--- src/verilog/cidfsk_pkg.sv ---
`default_nettype none
package cidfsk_pkg;
   localparam int BAUD_RATE   = 1200;
   localparam int CLK_HZ      = 20_000_000;
   localparam int BIT_CYC_DEF = CLK_HZ / BAUD_RATE;
   localparam int CD_ON_US    = 8000;
   localparam int CD_OFF_US   = 8000;
   localparam int CD_ON_DEF   = (CLK_HZ / 1_000_000) * CD_ON_US;
   localparam int CD_OFF_DEF  = (CLK_HZ / 1_000_000) * CD_OFF_US;
   localparam int DATA_BITS   = 8;
   localparam int AW          = 4;
   localparam int DW          = 32;
   localparam logic [3:0] ADDR_STATUS = 4'h0;
   localparam logic [3:0] ADDR_MASK   = 4'h4;
   localparam logic [3:0] ADDR_STATE  = 4'h8;
   localparam logic [3:0] ADDR_WORD   = 4'hC;
   localparam int EV_WORD   = 0;
   localparam int EV_FRAME  = 1;
   localparam int EV_CARR   = 2;
   localparam int EV_N      = 3;
   localparam logic [2:0] MASK_RST = 3'h0;
   localparam logic [1:0] FS_FSK        = 2'h3;
   localparam logic [1:0] FS_TONE_LINE  = 2'h1;
   localparam logic [1:0] FS_TONE_HYB   = 2'h2;
   localparam logic [1:0] FS_OFF        = 2'h0;
   typedef enum logic [1:0] {
      RX_IDLE,
      RX_START,
      RX_DATA,
      RX_STOP
   } cidfsk_rx_e;
endpackage : cidfsk_pkg
`default_nettype wire

--- src/verilog/cidfsk_serial.sv ---
`timescale 1ns/1ns
`default_nettype none
module cidfsk_serial
   import cidfsk_pkg::*;
#(
   parameter int BIT_CYCLES = BIT_CYC_DEF,
   parameter int CD_ON_CYC  = CD_ON_DEF,
   parameter int CD_OFF_CYC = CD_OFF_DEF
) (
   input  wire logic          i_clk,
   input  wire logic          i_reset,
   input  wire logic          i_oscillator_input,
   output logic               o_oscillator_output,
   input  wire logic          i_interface_mode_select,
   input  wire logic          i_function_select_a,
   input  wire logic          i_function_select_b,
   input  wire logic          i_line_fsk_bit,
   input  wire logic          i_line_carrier_raw,
   input  wire logic          i_tone_delayed_steer,
   input  wire logic          i_data_shift_clock,
   output logic               o_data_shift_clock,
   output logic               o_data_shift_clock_oe,
   output logic               o_serial_data,
   output logic               o_data_ready_or_tone_steering_n,
   output logic               o_carrier_present_n,
   output logic               o_fsk_enable,
   output logic               o_tone_enable,
   output logic               o_tone_from_line,
   output logic               o_full_power_down,
   input  wire logic [AW-1:0] i_addr,
   input  wire logic [DW-1:0] i_wdata,
   input  wire logic          i_wr,
   input  wire logic          i_rd,
   output logic [DW-1:0]      o_rdata,
   output logic               o_irq
);
   localparam int TW = $clog2(BIT_CYCLES + 1);
   localparam int CW = $clog2(((CD_ON_CYC > CD_OFF_CYC) ? CD_ON_CYC : CD_OFF_CYC) + 1);
   localparam logic [TW-1:0] BIT_M1  = TW'(BIT_CYCLES - 1);
   localparam logic [TW-1:0] HALF    = TW'(BIT_CYCLES / 2);
   localparam logic [TW-1:0] HALF_M1 = TW'(BIT_CYCLES / 2 - 1);
   localparam logic [CW-1:0] CD_ON   = CW'(CD_ON_CYC);
   localparam logic [CW-1:0] CD_OFF  = CW'(CD_OFF_CYC);

   // pin synchronisers: mode, fs_a, fs_b, fsk bit, carrier, tone, shift clock
   logic [6:0] sync1_r;
   logic [6:0] sync2_r;
   logic       fsk_d_r;
   logic       hclk_d_r;
   always_ff @(posedge i_clk or posedge i_reset) begin
      if (i_reset) begin
         sync1_r  <= 7'h09;
         sync2_r  <= 7'h09;
         fsk_d_r  <= 1'b1;
         hclk_d_r <= 1'b0;
      end else begin
         sync1_r  <= {i_data_shift_clock, i_tone_delayed_steer, i_line_carrier_raw,
                      i_line_fsk_bit, i_function_select_b, i_function_select_a,
                      i_interface_mode_select};
         sync2_r  <= sync1_r;
         fsk_d_r  <= sync2_r[3];
         hclk_d_r <= sync2_r[6];
      end
   end

   wire       mode1_s   = sync2_r[0];
   wire [1:0] fs_s      = {sync2_r[2], sync2_r[1]};
   wire       fsk_s     = sync2_r[3];
   wire       carr_s    = sync2_r[4];
   wire       tone_s    = sync2_r[5];
   wire       host_rise = sync2_r[6] & ~hclk_d_r;
   wire       fsk_fall  = fsk_d_r & ~fsk_s;

   // function select decode
   wire pd       = mode1_s & (fs_s == FS_OFF);
   wire fsk_en   = (fs_s == FS_FSK);
   wire tone_en  = ~fsk_en & ~pd;
   wire tone_ln  = (fs_s == FS_TONE_LINE);
   assign o_fsk_enable      = fsk_en;
   assign o_tone_enable     = tone_en;
   assign o_tone_from_line  = tone_ln;
   assign o_full_power_down = pd;
   assign o_oscillator_output = ~i_oscillator_input & ~pd;

   // carrier detect with time hysteresis
   logic          cd_r;
   logic [CW-1:0] cd_cnt_r;
   wire  [CW-1:0] cd_lim = cd_r ? CD_OFF : CD_ON;
   wire           cd_diff = fsk_en & (carr_s != cd_r);
   wire           cd_flip = cd_diff & (cd_cnt_r >= cd_lim - CW'(1));
   always_ff @(posedge i_clk or posedge i_reset) begin
      if (i_reset) begin
         cd_r     <= 1'b0;
         cd_cnt_r <= '0;
      end else begin
         cd_cnt_r <= (cd_diff & ~cd_flip) ? cd_cnt_r + CW'(1) : '0;
         cd_r     <= fsk_en & (cd_flip ? ~cd_r : cd_r);
      end
   end
   assign o_carrier_present_n = ~cd_r;

   // character receiver, line path only
   cidfsk_rx_e    st_r;
   cidfsk_rx_e    st_nxt;
   logic [TW-1:0] tmr_r;
   logic [TW-1:0] tmr_nxt;
   logic [2:0]    cnt_r;
   logic [7:0]    byte_r;
   wire           tick = (st_r != RX_IDLE) & (tmr_r == '0);
   wire           word_done = tick & (st_r == RX_STOP);
   always_comb begin
      st_nxt  = st_r;
      tmr_nxt = (tmr_r == '0) ? '0 : tmr_r - TW'(1);
      case (st_r)
         RX_IDLE: begin
            if (cd_r & fsk_fall) begin
               st_nxt  = RX_START;
               tmr_nxt = HALF_M1;
            end
         end
         RX_START: begin
            if (tick) begin
               st_nxt  = fsk_s ? RX_IDLE : RX_DATA;
               tmr_nxt = BIT_M1;
            end
         end
         RX_DATA: begin
            if (tick) begin
               st_nxt  = (cnt_r == 3'(DATA_BITS - 1)) ? RX_STOP : RX_DATA;
               tmr_nxt = BIT_M1;
            end
         end
         default: begin
            if (tick) begin
               st_nxt = RX_IDLE;
            end
         end
      endcase
      if (!cd_r) begin
         st_nxt = RX_IDLE;
      end
   end
   always_ff @(posedge i_clk or posedge i_reset) begin
      if (i_reset) begin
         st_r   <= RX_IDLE;
         tmr_r  <= '0;
         cnt_r  <= '0;
         byte_r <= 8'h00;
      end else begin
         st_r  <= st_nxt;
         tmr_r <= tmr_nxt;
         cnt_r <= (st_r == RX_DATA) ? cnt_r + 3'(tick) : 3'h0;
         if (tick && st_r == RX_DATA) begin
            byte_r <= {fsk_s, byte_r[7:1]};
         end
      end
   end

   // nine-bit word buffer (byte plus stop bit), shift clock, data ready
   logic [8:0]    buf_r;
   logic          sdata_r;
   logic [TW-1:0] pls_r;
   logic [TW-1:0] dr_r;
   logic          last_stop_r;
   always_ff @(posedge i_clk or posedge i_reset) begin
      if (i_reset) begin
         buf_r       <= 9'h1FF;
         sdata_r     <= 1'b1;
         pls_r       <= '0;
         dr_r        <= '0;
         last_stop_r <= 1'b1;
      end else begin
         pls_r <= tick ? HALF : ((pls_r == '0) ? '0 : pls_r - TW'(1));
         if (word_done) begin
            dr_r        <= HALF;
            last_stop_r <= fsk_s;
         end else if (mode1_s && host_rise) begin
            dr_r <= '0;
         end else if (dr_r != '0) begin
            dr_r <= dr_r - TW'(1);
         end
         if (word_done && mode1_s) begin
            buf_r <= {fsk_s, byte_r};
         end else if (mode1_s && host_rise) begin
            buf_r <= {1'b1, buf_r[8:1]};
         end
         if (!mode1_s) begin
            sdata_r <= cd_r ? fsk_s : 1'b1;
         end else if (host_rise) begin
            sdata_r <= buf_r[0];
         end
      end
   end
   assign o_serial_data         = sdata_r;
   assign o_data_shift_clock    = (pls_r != '0);
   assign o_data_shift_clock_oe = ~mode1_s & fsk_en;
   assign o_data_ready_or_tone_steering_n = fsk_en ? (dr_r == '0) : ~(tone_en & tone_s);

   // registers and interrupt
   logic [EV_N-1:0] stat_r;
   logic [EV_N-1:0] mask_r;
   logic            cd_d_r;
   wire  [EV_N-1:0] ev;
   assign ev[EV_WORD]  = word_done;
   assign ev[EV_FRAME] = word_done & ~fsk_s;
   assign ev[EV_CARR]  = cd_r & ~cd_d_r;
   wire  wr_stat = i_wr & (i_addr == ADDR_STATUS);
   wire  wr_mask = i_wr & (i_addr == ADDR_MASK);
   wire  [DW-1:0] rd_val;
   assign rd_val = (i_addr == ADDR_STATUS) ? DW'(stat_r) :
                   (i_addr == ADDR_MASK)   ? DW'(mask_r) :
                   (i_addr == ADDR_STATE)  ? DW'({pd, fsk_en, mode1_s, cd_r}) :
                   (i_addr == ADDR_WORD)   ? DW'({last_stop_r, byte_r}) : '0;
   always_ff @(posedge i_clk or posedge i_reset) begin
      if (i_reset) begin
         stat_r  <= '0;
         mask_r  <= MASK_RST;
         cd_d_r  <= 1'b0;
         o_rdata <= '0;
      end else begin
         cd_d_r  <= cd_r;
         stat_r  <= (stat_r & ~(wr_stat ? i_wdata[EV_N-1:0] : '0)) | ev;
         mask_r  <= wr_mask ? i_wdata[EV_N-1:0] : mask_r;
         o_rdata <= i_rd ? rd_val : '0;
      end
   end
   assign o_irq = |(stat_r & mask_r);

   // checks: data ready
   a_dr_low_after:
      assert property (@(posedge i_clk) disable iff (i_reset) word_done && fsk_en |=>
         !o_data_ready_or_tone_steering_n ##1
         (!o_data_ready_or_tone_steering_n || $past(mode1_s && host_rise)))
         else $error("data ready not low");
   a_dr_width_m0:
      assert property (@(posedge i_clk) disable iff (i_reset)
         word_done && fsk_en && !mode1_s |=> !o_data_ready_or_tone_steering_n [*8])
         else $error("data ready pulse too short");
   a_dr_host_clear:
      assert property (@(posedge i_clk) disable iff (i_reset)
         mode1_s && host_rise && !word_done |=> dr_r == '0) else $error("ready not cleared");

   // checks: function select and power
   a_pd_decode:
      assert property (@(posedge i_clk) disable iff (i_reset)
         mode1_s && fs_s == FS_OFF |-> o_full_power_down && !o_tone_enable && !o_fsk_enable)
         else $error("power down missing");
   a_fsk_no_tone:
      assert property (@(posedge i_clk) disable iff (i_reset)
         fsk_en |-> !o_tone_enable && !o_full_power_down) else $error("tone on with fsk");
   a_osc_pd:
      assert property (@(posedge i_clk) disable iff (i_reset)
         pd |-> !o_oscillator_output) else $error("oscillator runs in power down");

   // checks: carrier detect
   a_cd_needs_fsk:
      assert property (@(posedge i_clk) disable iff (i_reset)
         !fsk_en |=> !cd_r) else $error("carrier active while fsk off");
   a_cd_hold:
      assert property (@(posedge i_clk) disable iff (i_reset)
         cd_r && carr_s && fsk_en |=> cd_r) else $error("carrier dropped while present");
   a_cd_stay_off:
      assert property (@(posedge i_clk) disable iff (i_reset)
         !cd_r && !carr_s |=> !cd_r) else $error("carrier rose without energy");
   a_cd_rise_src:
      assert property (@(posedge i_clk) disable iff (i_reset)
         $rose(cd_r) |-> $past(carr_s)) else $error("carrier rose on no signal");

   // checks: receiver
   a_rx_needs_cd:
      assert property (@(posedge i_clk) disable iff (i_reset)
         st_r != RX_IDLE |-> $past(cd_r)) else $error("receiving without carrier");
   a_rx_abort:
      assert property (@(posedge i_clk) disable iff (i_reset)
         !cd_r |=> st_r == RX_IDLE) else $error("word not aborted on carrier loss");
   a_rx_false_start:
      assert property (@(posedge i_clk) disable iff (i_reset)
         st_r == RX_START && tick && fsk_s |=> st_r == RX_IDLE) else $error("false start taken");
   a_rx_last_data:
      assert property (@(posedge i_clk) disable iff (i_reset)
         st_r == RX_DATA && tick && cnt_r == 3'h7 && cd_r |=> st_r == RX_STOP)
         else $error("stop bit not reached");
   a_byte_shift:
      assert property (@(posedge i_clk) disable iff (i_reset)
         st_r == RX_DATA && tick |=> byte_r[7] == $past(fsk_s)) else $error("data bit lost");
   a_word_stop:
      assert property (@(posedge i_clk) disable iff (i_reset)
         word_done |=> last_stop_r == $past(fsk_s)) else $error("stop bit not kept");

   // checks: serial interface
   a_clk_dir:
      assert property (@(posedge i_clk) disable iff (i_reset)
         mode1_s |-> !o_data_shift_clock_oe) else $error("shift clock driven in mode 1");
   a_clk_drive_m0:
      assert property (@(posedge i_clk) disable iff (i_reset)
         !mode1_s && fsk_en |-> o_data_shift_clock_oe) else $error("shift clock not driven");
   a_buf_load:
      assert property (@(posedge i_clk) disable iff (i_reset) word_done && mode1_s |=>
         buf_r == {$past(fsk_s), $past(byte_r)}) else $error("buffer load wrong");
   a_buf_shift:
      assert property (@(posedge i_clk) disable iff (i_reset) mode1_s && host_rise && !word_done
         |=> buf_r == {1'b1, $past(buf_r[8:1])}) else $error("buffer shift wrong");
   a_shift_order:
      assert property (@(posedge i_clk) disable iff (i_reset) mode1_s && host_rise |=>
         o_serial_data == $past(buf_r[0])) else $error("shift order wrong");
   a_frame_flag:
      assert property (@(posedge i_clk) disable iff (i_reset) word_done && !fsk_s |=>
         stat_r[EV_FRAME]) else $error("framing flag lost");
   a_frame_sticky:
      assert property (@(posedge i_clk) disable iff (i_reset)
         stat_r[EV_FRAME] && !(wr_stat && i_wdata[EV_FRAME]) |=> stat_r[EV_FRAME])
         else $error("framing flag not sticky");
   a_stream_out:
      assert property (@(posedge i_clk) disable iff (i_reset) !mode1_s && cd_r |=>
         o_serial_data == $past(fsk_s)) else $error("stream not passed");
   a_stream_idle:
      assert property (@(posedge i_clk) disable iff (i_reset) !mode1_s && !cd_r |=>
         o_serial_data) else $error("stream not idle without carrier");
   a_mid_pulse:
      assert property (@(posedge i_clk) disable iff (i_reset) tick |=>
         o_data_shift_clock [*2]) else $error("mid-bit pulse missing");
   a_pulse_src:
      assert property (@(posedge i_clk) disable iff (i_reset)
         $rose(o_data_shift_clock) |-> $past(tick)) else $error("stray shift pulse");
endmodule : cidfsk_serial
`default_nettype wire

--- config.mk ---
export PLATFORM = sky130hd
export DESIGN_NAME = cidfsk_serial
export DESIGN_NICKNAME = d
export VERILOG_FILES = /design/src/verilog/cidfsk_pkg.sv /design/src/verilog/cidfsk_serial.sv
export SDC_FILE = /design/constraint.sdc
export NUM_CORES = 1
export LEC_CHECK = 0
export BUFFER_PORTS_ARGS = -buffer_cell sky130_fd_sc_hd__clkbuf_2
export CAP_MARGIN = 40
export CORE_AREA = 2 2 120 110
export CTS_CLUSTER_DIAMETER = 100
export DETAILED_ROUTE_END_ITERATION = 8
export DIE_AREA = 0 0 122 112
export PLACE_DENSITY = 0.76
export SKIP_CTS_REPAIR_TIMING = 1
export SYNTH_ARGS = -nofsm -noshare
export SYNTH_HDL_FRONTEND = slang
export SYNTH_SLANG_ARGS = --single-unit
--- constraint.sdc ---
create_clock -name i_clk -period 3.4 [get_ports i_clk]
set_clock_uncertainty 0.15 [all_clocks]
set_input_delay 0.34 -clock i_clk [delete_from_list [all_inputs] [get_ports i_clk]]
set_output_delay 0.34 -clock i_clk [all_outputs]
set_load 0.02 [all_outputs]
==> qor.yml, run 1 <==
syn_inst: 535
use_met2: 0.3307
slew_violations: 0
design_area_um2: 6928
diodes: 0
htreeDepth: 4
setup_ws_ns: 0.5099
status: "finished clean"
synth-seq-cells: 120
ctsLongestPathBuffers: 2
grt_pass1_wl_um: 20720
critPathKind: "reg2out"
crit_fanout: 6
drive_above_1_share: 0.1970
dieArea_um2: 13660
place_hpwl_um: 8078
gr-usage-met3: 0.06096
pre_cts_slack_ns: 0.9419
top_usage_layer: "met2"
setup_viol: 0
wl_per_cell_um: 16.16
crit_required_ns: 2.91
cap_violations: 0
drt_iter0_markers: 268
clock-sinks: 120
grt_max_degree: 86
num_io_pins: 91
cts_root_buf: "clkbuf_16"
gr-total-overflow: 0
slew_headroom: 0.3915
n_fill_cell: 1027
synth_edf_count: 0
fmax_mhz: 346.0
final_util: 0.5568
power.leakage_nw: 3.460
cts_tree: "built"
arrival_ns: 2.40
ys_warn_count: 0
drcViolationCount: 0
powerDensity_nw_per_um2: 547.2
area_growth_pct: 17.96
ys_seq_area_frac: 0.5147
row_count: 39
routed_via_density: 5.539
start_util: 0.4720
insertion_delay_ns: 0.42
hold_viol: 0
dieWidth_um: 122
vdd_drop_max_uv: 371.3
fin_nets: 651
antenna_found_initial: 0
cts_buffers: 17
coreArea_um2: 12440
drt_wl_total_um: 12410
cts.clk_slew.worst_paths_ns: 0.05
setup_tns_ns: 0
cp-end-kind: "output port"
synthesis.area_um2: 5873
via_count: 4254
syn_area_per_cell_um2: 10.98
rsz0062_at_grt: "false"
final_common_cell: "dfrtp_1"
die-height_um: 112
async_flop_share: 1.000
place.port_buffers: 38
worst_pin_slew_ns: 0.9044
gp_routability_congestion: 0.8364
synth_ff_type: "dfrtp_1"
synth_cell_types: 63
p_total_mw: 3.791
synth_top_area_frac: 0.4431
synth_top_area_cell: "dfrtp_1"
track_usage: 0.1947
fin_crit_sh: 0.8500
period_needed_ns: 2.890
placed_area_um2: 6166
drtAntennaViolNets: 0
drt_pass1_iterations: 5
final_cell_mix: "104 x dfrtp_1, 50 x nor2_1, 38 x clkbuf_2"
min_path_type: "in2reg"
worstSetupStartpointType: "flop"
grt_util_met1: 0.2380
netlist_top_cells_area: "dfrtp_1 44%, dfstp_2 7.2%, nor2_1 3.2%, buf_4 3.1%, xnor2_1 2.8%"
grt_pass1_vias: 4269
-- final timing paths --
check	from	end	slack, ns	cells past startpoint
worst max-delay path	dr_r[0]$_DFFE_PP0P_	o_data_ready_or_tone_steering_n	0.51	6
worst min-delay path	i_rd	o_rdata[3]$_DFF_PP0_	0.05	3
worst max register to register	st_r[1]$_DFFE_PP0P_	buf_r[6]$_DFFE_PP1P_	0.95	5
worst min register to register	sync1_r[2]$_DFF_PP0_	sync2_r[2]$_DFF_PP0_	0.20	0
max in group asynchronous	i_reset	buf_r[6]$_DFFE_PP1P_	1.74	4
min in group asynchronous	i_reset	cd_cnt_r[5]$_DFF_PP0_	0.45	3
-- cell families after synthesis --
group,Yosys count,share of synthesized area
AND/OR/NAND/NOR,204,0.2064
flip-flops,120,0.5147
AO/OA/AOI/OAI,89,0.1029
buffers and inverters,55,0.05155
XOR/XNOR,37,0.05518
multiplexers,17,0.04303
adder cells (fa/ha/maj),12,0.02556
other,1,0.0006385
-- final cells by class --
cell class / instances / area [um^2] / area share
repair buffers: 49 / 305.3 / 0.04407
multi-input cells: 382 / 2630 / 0.3796
flip-flops and latches: 120 / 3023 / 0.4363
clock inverters: 8 / 190.2 / 0.02745
inverters: 21 / 82.58 / 0.01192
well taps: 164 / 205.2 / 0.02962
clock buffers: 24 / 491.7 / 0.07098
-- state kept, by name (all words and copies together) (netlist names), 7 cells and up --
signal	flops
pls_r	15
dr_r	15
sync1_r	7
o_rdata	9
sync2_r	7
byte_r	8
tmr_r	15
buf_r	9
cd_cnt_r	18
-- power breakdown --
| group | switching [mW] | internal, mW | total (mW) |
|---|---|---|---|
| clock | 0.621 | 1.45 | 2.07 |
| sequential | 0.0384 | 1.50 | 1.54 |
| combinational | 0.114 | 0.0687 | 0.182 |
-- metal layers --
metal / routed length (um) / up-vias
met5: 0 / -
met4: 151 / 0
met3: 569 / 18
met2: 6513 / 101
met1: 5175 / 2150
li1: - / 1985
-- Yosys cell counts (all sizes together), types with 10 or more instances --
cell type and n:
dfrtp 104, and2 10, nand4 13, nor2 50, xnor2 19, ha 12, nor4 11, nand3 16
nand2 31, a21oi 17, inv 20, xor2 18, buf 29, nor3 17, o21ai 35, dfstp 16
-- worst max-delay path: stages, from the launching register on --
cell      delay, ns
dfrtp_1        0.40
inv_1          0.10
ha_1           0.27
nor4b_1        0.44
nand4_1        0.33
a22oi_1        0.23
clkbuf_2       0.20
-- stage by stage --
step,instances,hold slack (ns)
global route,768,0.06287
finish,768,0.05055
CTS,760,-0.1575
global placement,728,0.1837
floorplan,557,0.1812
detailed placement,728,0.1847
Power figures use the tool's default switching activity.
==> run 2: changes to the inputs <==
- CORE_AREA: 2 2 120 110 -> 2 2 97 136
- DIE_AREA: 0 0 122 112 -> 0 0 99 138
==> qor.yml, run 2 (synthesized netlist as in run 1, its figures left out) <==
status: "finished clean"  # unchanged
insertion_delay_ns: 0.41  # was 0.42 ns
grt_max_degree: 45  # was 86
period_needed_ns: 3.003  # was 2.890 ns
routed_via_density: 5.524  # was 5.539
final_common_cell: "dfrtp_1"  # unchanged
track_usage: 0.1849  # was 0.1947
num_io_pins: 91  # unchanged
worst_pin_slew_ns: 0.7082  # was 0.9044 ns
cts.clk_slew.worst_paths_ns: 0.05  # about the same
crit_required_ns: 2.91  # about the same
final_util: 0.5464  # was 0.5568
p_total_mw: 3.509  # was 3.791 mW
cts_tree: "built"  # unchanged
clock-sinks: 120  # unchanged
setup_viol: 0  # unchanged
largest_register: "cd_cnt_r"  # unchanged
powerDensity_nw_per_um2: 511.0  # was 547.2 nW/um^2
final_cell_mix: "104 x dfrtp_1, 50 x nor2_1, 38 x clkbuf_2"  # unchanged
regArea_um2: 3023  # unchanged
crit_fanout: 6  # unchanged
fin_cells: 760  # was 768
placed_area_um2: 6191  # was 6166 um^2
start_util: 0.4673  # was 0.4720
drcViolationCount: 0  # unchanged
htreeDepth: 4  # unchanged
cts_buffers: 17  # unchanged
gr-total-overflow: 0  # unchanged
cap_violations: 0  # unchanged
multi_input_area_um2: 2630  # unchanged
die-height_um: 138  # was 112 um
drt_wl_total_um: 11880  # was 12410 um
dieArea_um2: 13660  # about the same
setup_tns_ns: 0  # unchanged
worstSetupStartpointType: "flop"  # unchanged
ctsLongestPathBuffers: 2  # unchanged
crit_chain: "inv_1 > ha_1 > nor4b_1 > nand4_1 > a22oi_1 > clkbuf_2"  # unchanged
critPathMaxStageDelay_ns: 0.50  # was 0.44 ns
fmax_mhz: 333.0  # was 346.0 MHz
min_path_type: "in2reg"  # unchanged
coreArea_um2: 12570  # was 12440 um^2
drtAntennaViolNets: 0  # unchanged
drt_pass1_iterations: 5  # unchanged
fin_nets: 654  # was 651
via_count: 4198  # was 4254
hold_viol: 0  # unchanged
rsz0062_at_grt: "false"  # unchanged
critPathKind: "reg2out"  # unchanged
gp_routability_congestion: 0.8163  # was 0.8364
largest_reg_flops: 18  # unchanged
cts_root_buf: "clkbuf_16"  # unchanged
place_hpwl_um: 8188  # was 8078 um
reg2reg_slack_ns: 0.92  # was 0.95 ns
vdd_drop_max_uv: 376.7  # was 371.3 uV
place.port_buffers: 38  # unchanged
grt_pass1_wl_um: 20620  # was 20720 um
grt_pass1_vias: 4372  # was 4269
cp_slowest_cell: "nor4b_1"  # unchanged
design_area_um2: 6868  # was 6928 um^2
fin_crit_sh: 0.8832  # was 0.8500
diodes: 0  # unchanged
drt_iter0_markers: 175  # was 268
slew_headroom: 0.5257  # was 0.3915
antenna_found_initial: 0  # unchanged
arrival_ns: 2.51  # was 2.40 ns
wl_per_cell_um: 15.64  # was 16.16 um
dieWidth_um: 99  # was 122 um
dp_cells: 720  # was 728
area_growth_pct: 16.94  # was 17.96%
power.leakage_nw: 3.429  # was 3.460 nW
drive_above_1_share: 0.2059  # was 0.1970
slew_violations: 0  # unchanged
row_count: 49  # was 39
cp-end-kind: "output port"  # unchanged
n_fill_cell: 1035  # was 1027
## run 2: report_power, final
part	internal (mW)	switching [mW]
combinational	0.0724	0.114
sequential	1.50	0.0344
clock	1.12	0.669
total	2.69	0.817
## run 2: path summary, 6_finish.rpt
| path | startpoint | endpoint | cells after the start |
|---|---|---|---|
| max | dr_r[0]$_DFFE_PP0P_ | o_data_ready_or_tone_steering_n | 6 |
| min | i_rd | o_rdata[2]$_DFF_PP0_ | 3 |
| max reg2reg | tmr_r[0]$_DFF_PP0_ | cnt_r[2]$_DFF_PP0_ | 10 |
| min reg2reg | sync1_r[6]$_DFF_PP0_ | sync2_r[6]$_DFF_PP0_ | 0 |
| max in group asynchronous | i_reset | o_serial_data$_DFFE_PP1P_ | 5 |
| min in group asynchronous | i_reset | pls_r[11]$_DFF_PP0_ | 3 |
## run 2: final cells by class
class | instances | share of cell area
flip-flops and latches | 120 | 0.4402
repair buffers | 52 | 0.05010
clock inverters | 13 | 0.02095
inverters | 21 | 0.01202
multi-input cells | 382 | 0.3829
clock buffers | 19 | 0.06595
well taps | 153 | 0.02787
## run 2: critical path: cells and delay by family, from the launching register on
family,cells,cell delay [ns]
AND/OR/NAND/NOR,2,0.88
flip-flops,1,0.40
buffers and inverters,2,0.30
adder cells (fa/ha/maj),1,0.29
AO/OA/AOI/OAI,1,0.23
## run 2: metrics by stage
step,setup slack (ns),hold WS (ns)
2_1_floorplan,0.6868,0.1812
3_3_place_gp,1.014,0.1850
3_5_place_dp,0.9042,0.1887
4_1_cts,0.3761,-0.2381
5_1_grt,0.1378,0.05877
6_report,0.3970,0.05416
## run 2: per-layer routing
metal | share of wire | vias up | track usage
met5 | 0 | - | 0
met4 | 0.012 | 0 | 0.07282
met3 | 0.034 | 12 | 0.04499
met2 | 0.56 | 67 | 0.3215
met1 | 0.40 | 2123 | 0.2181
li1 | - | 1996 | -
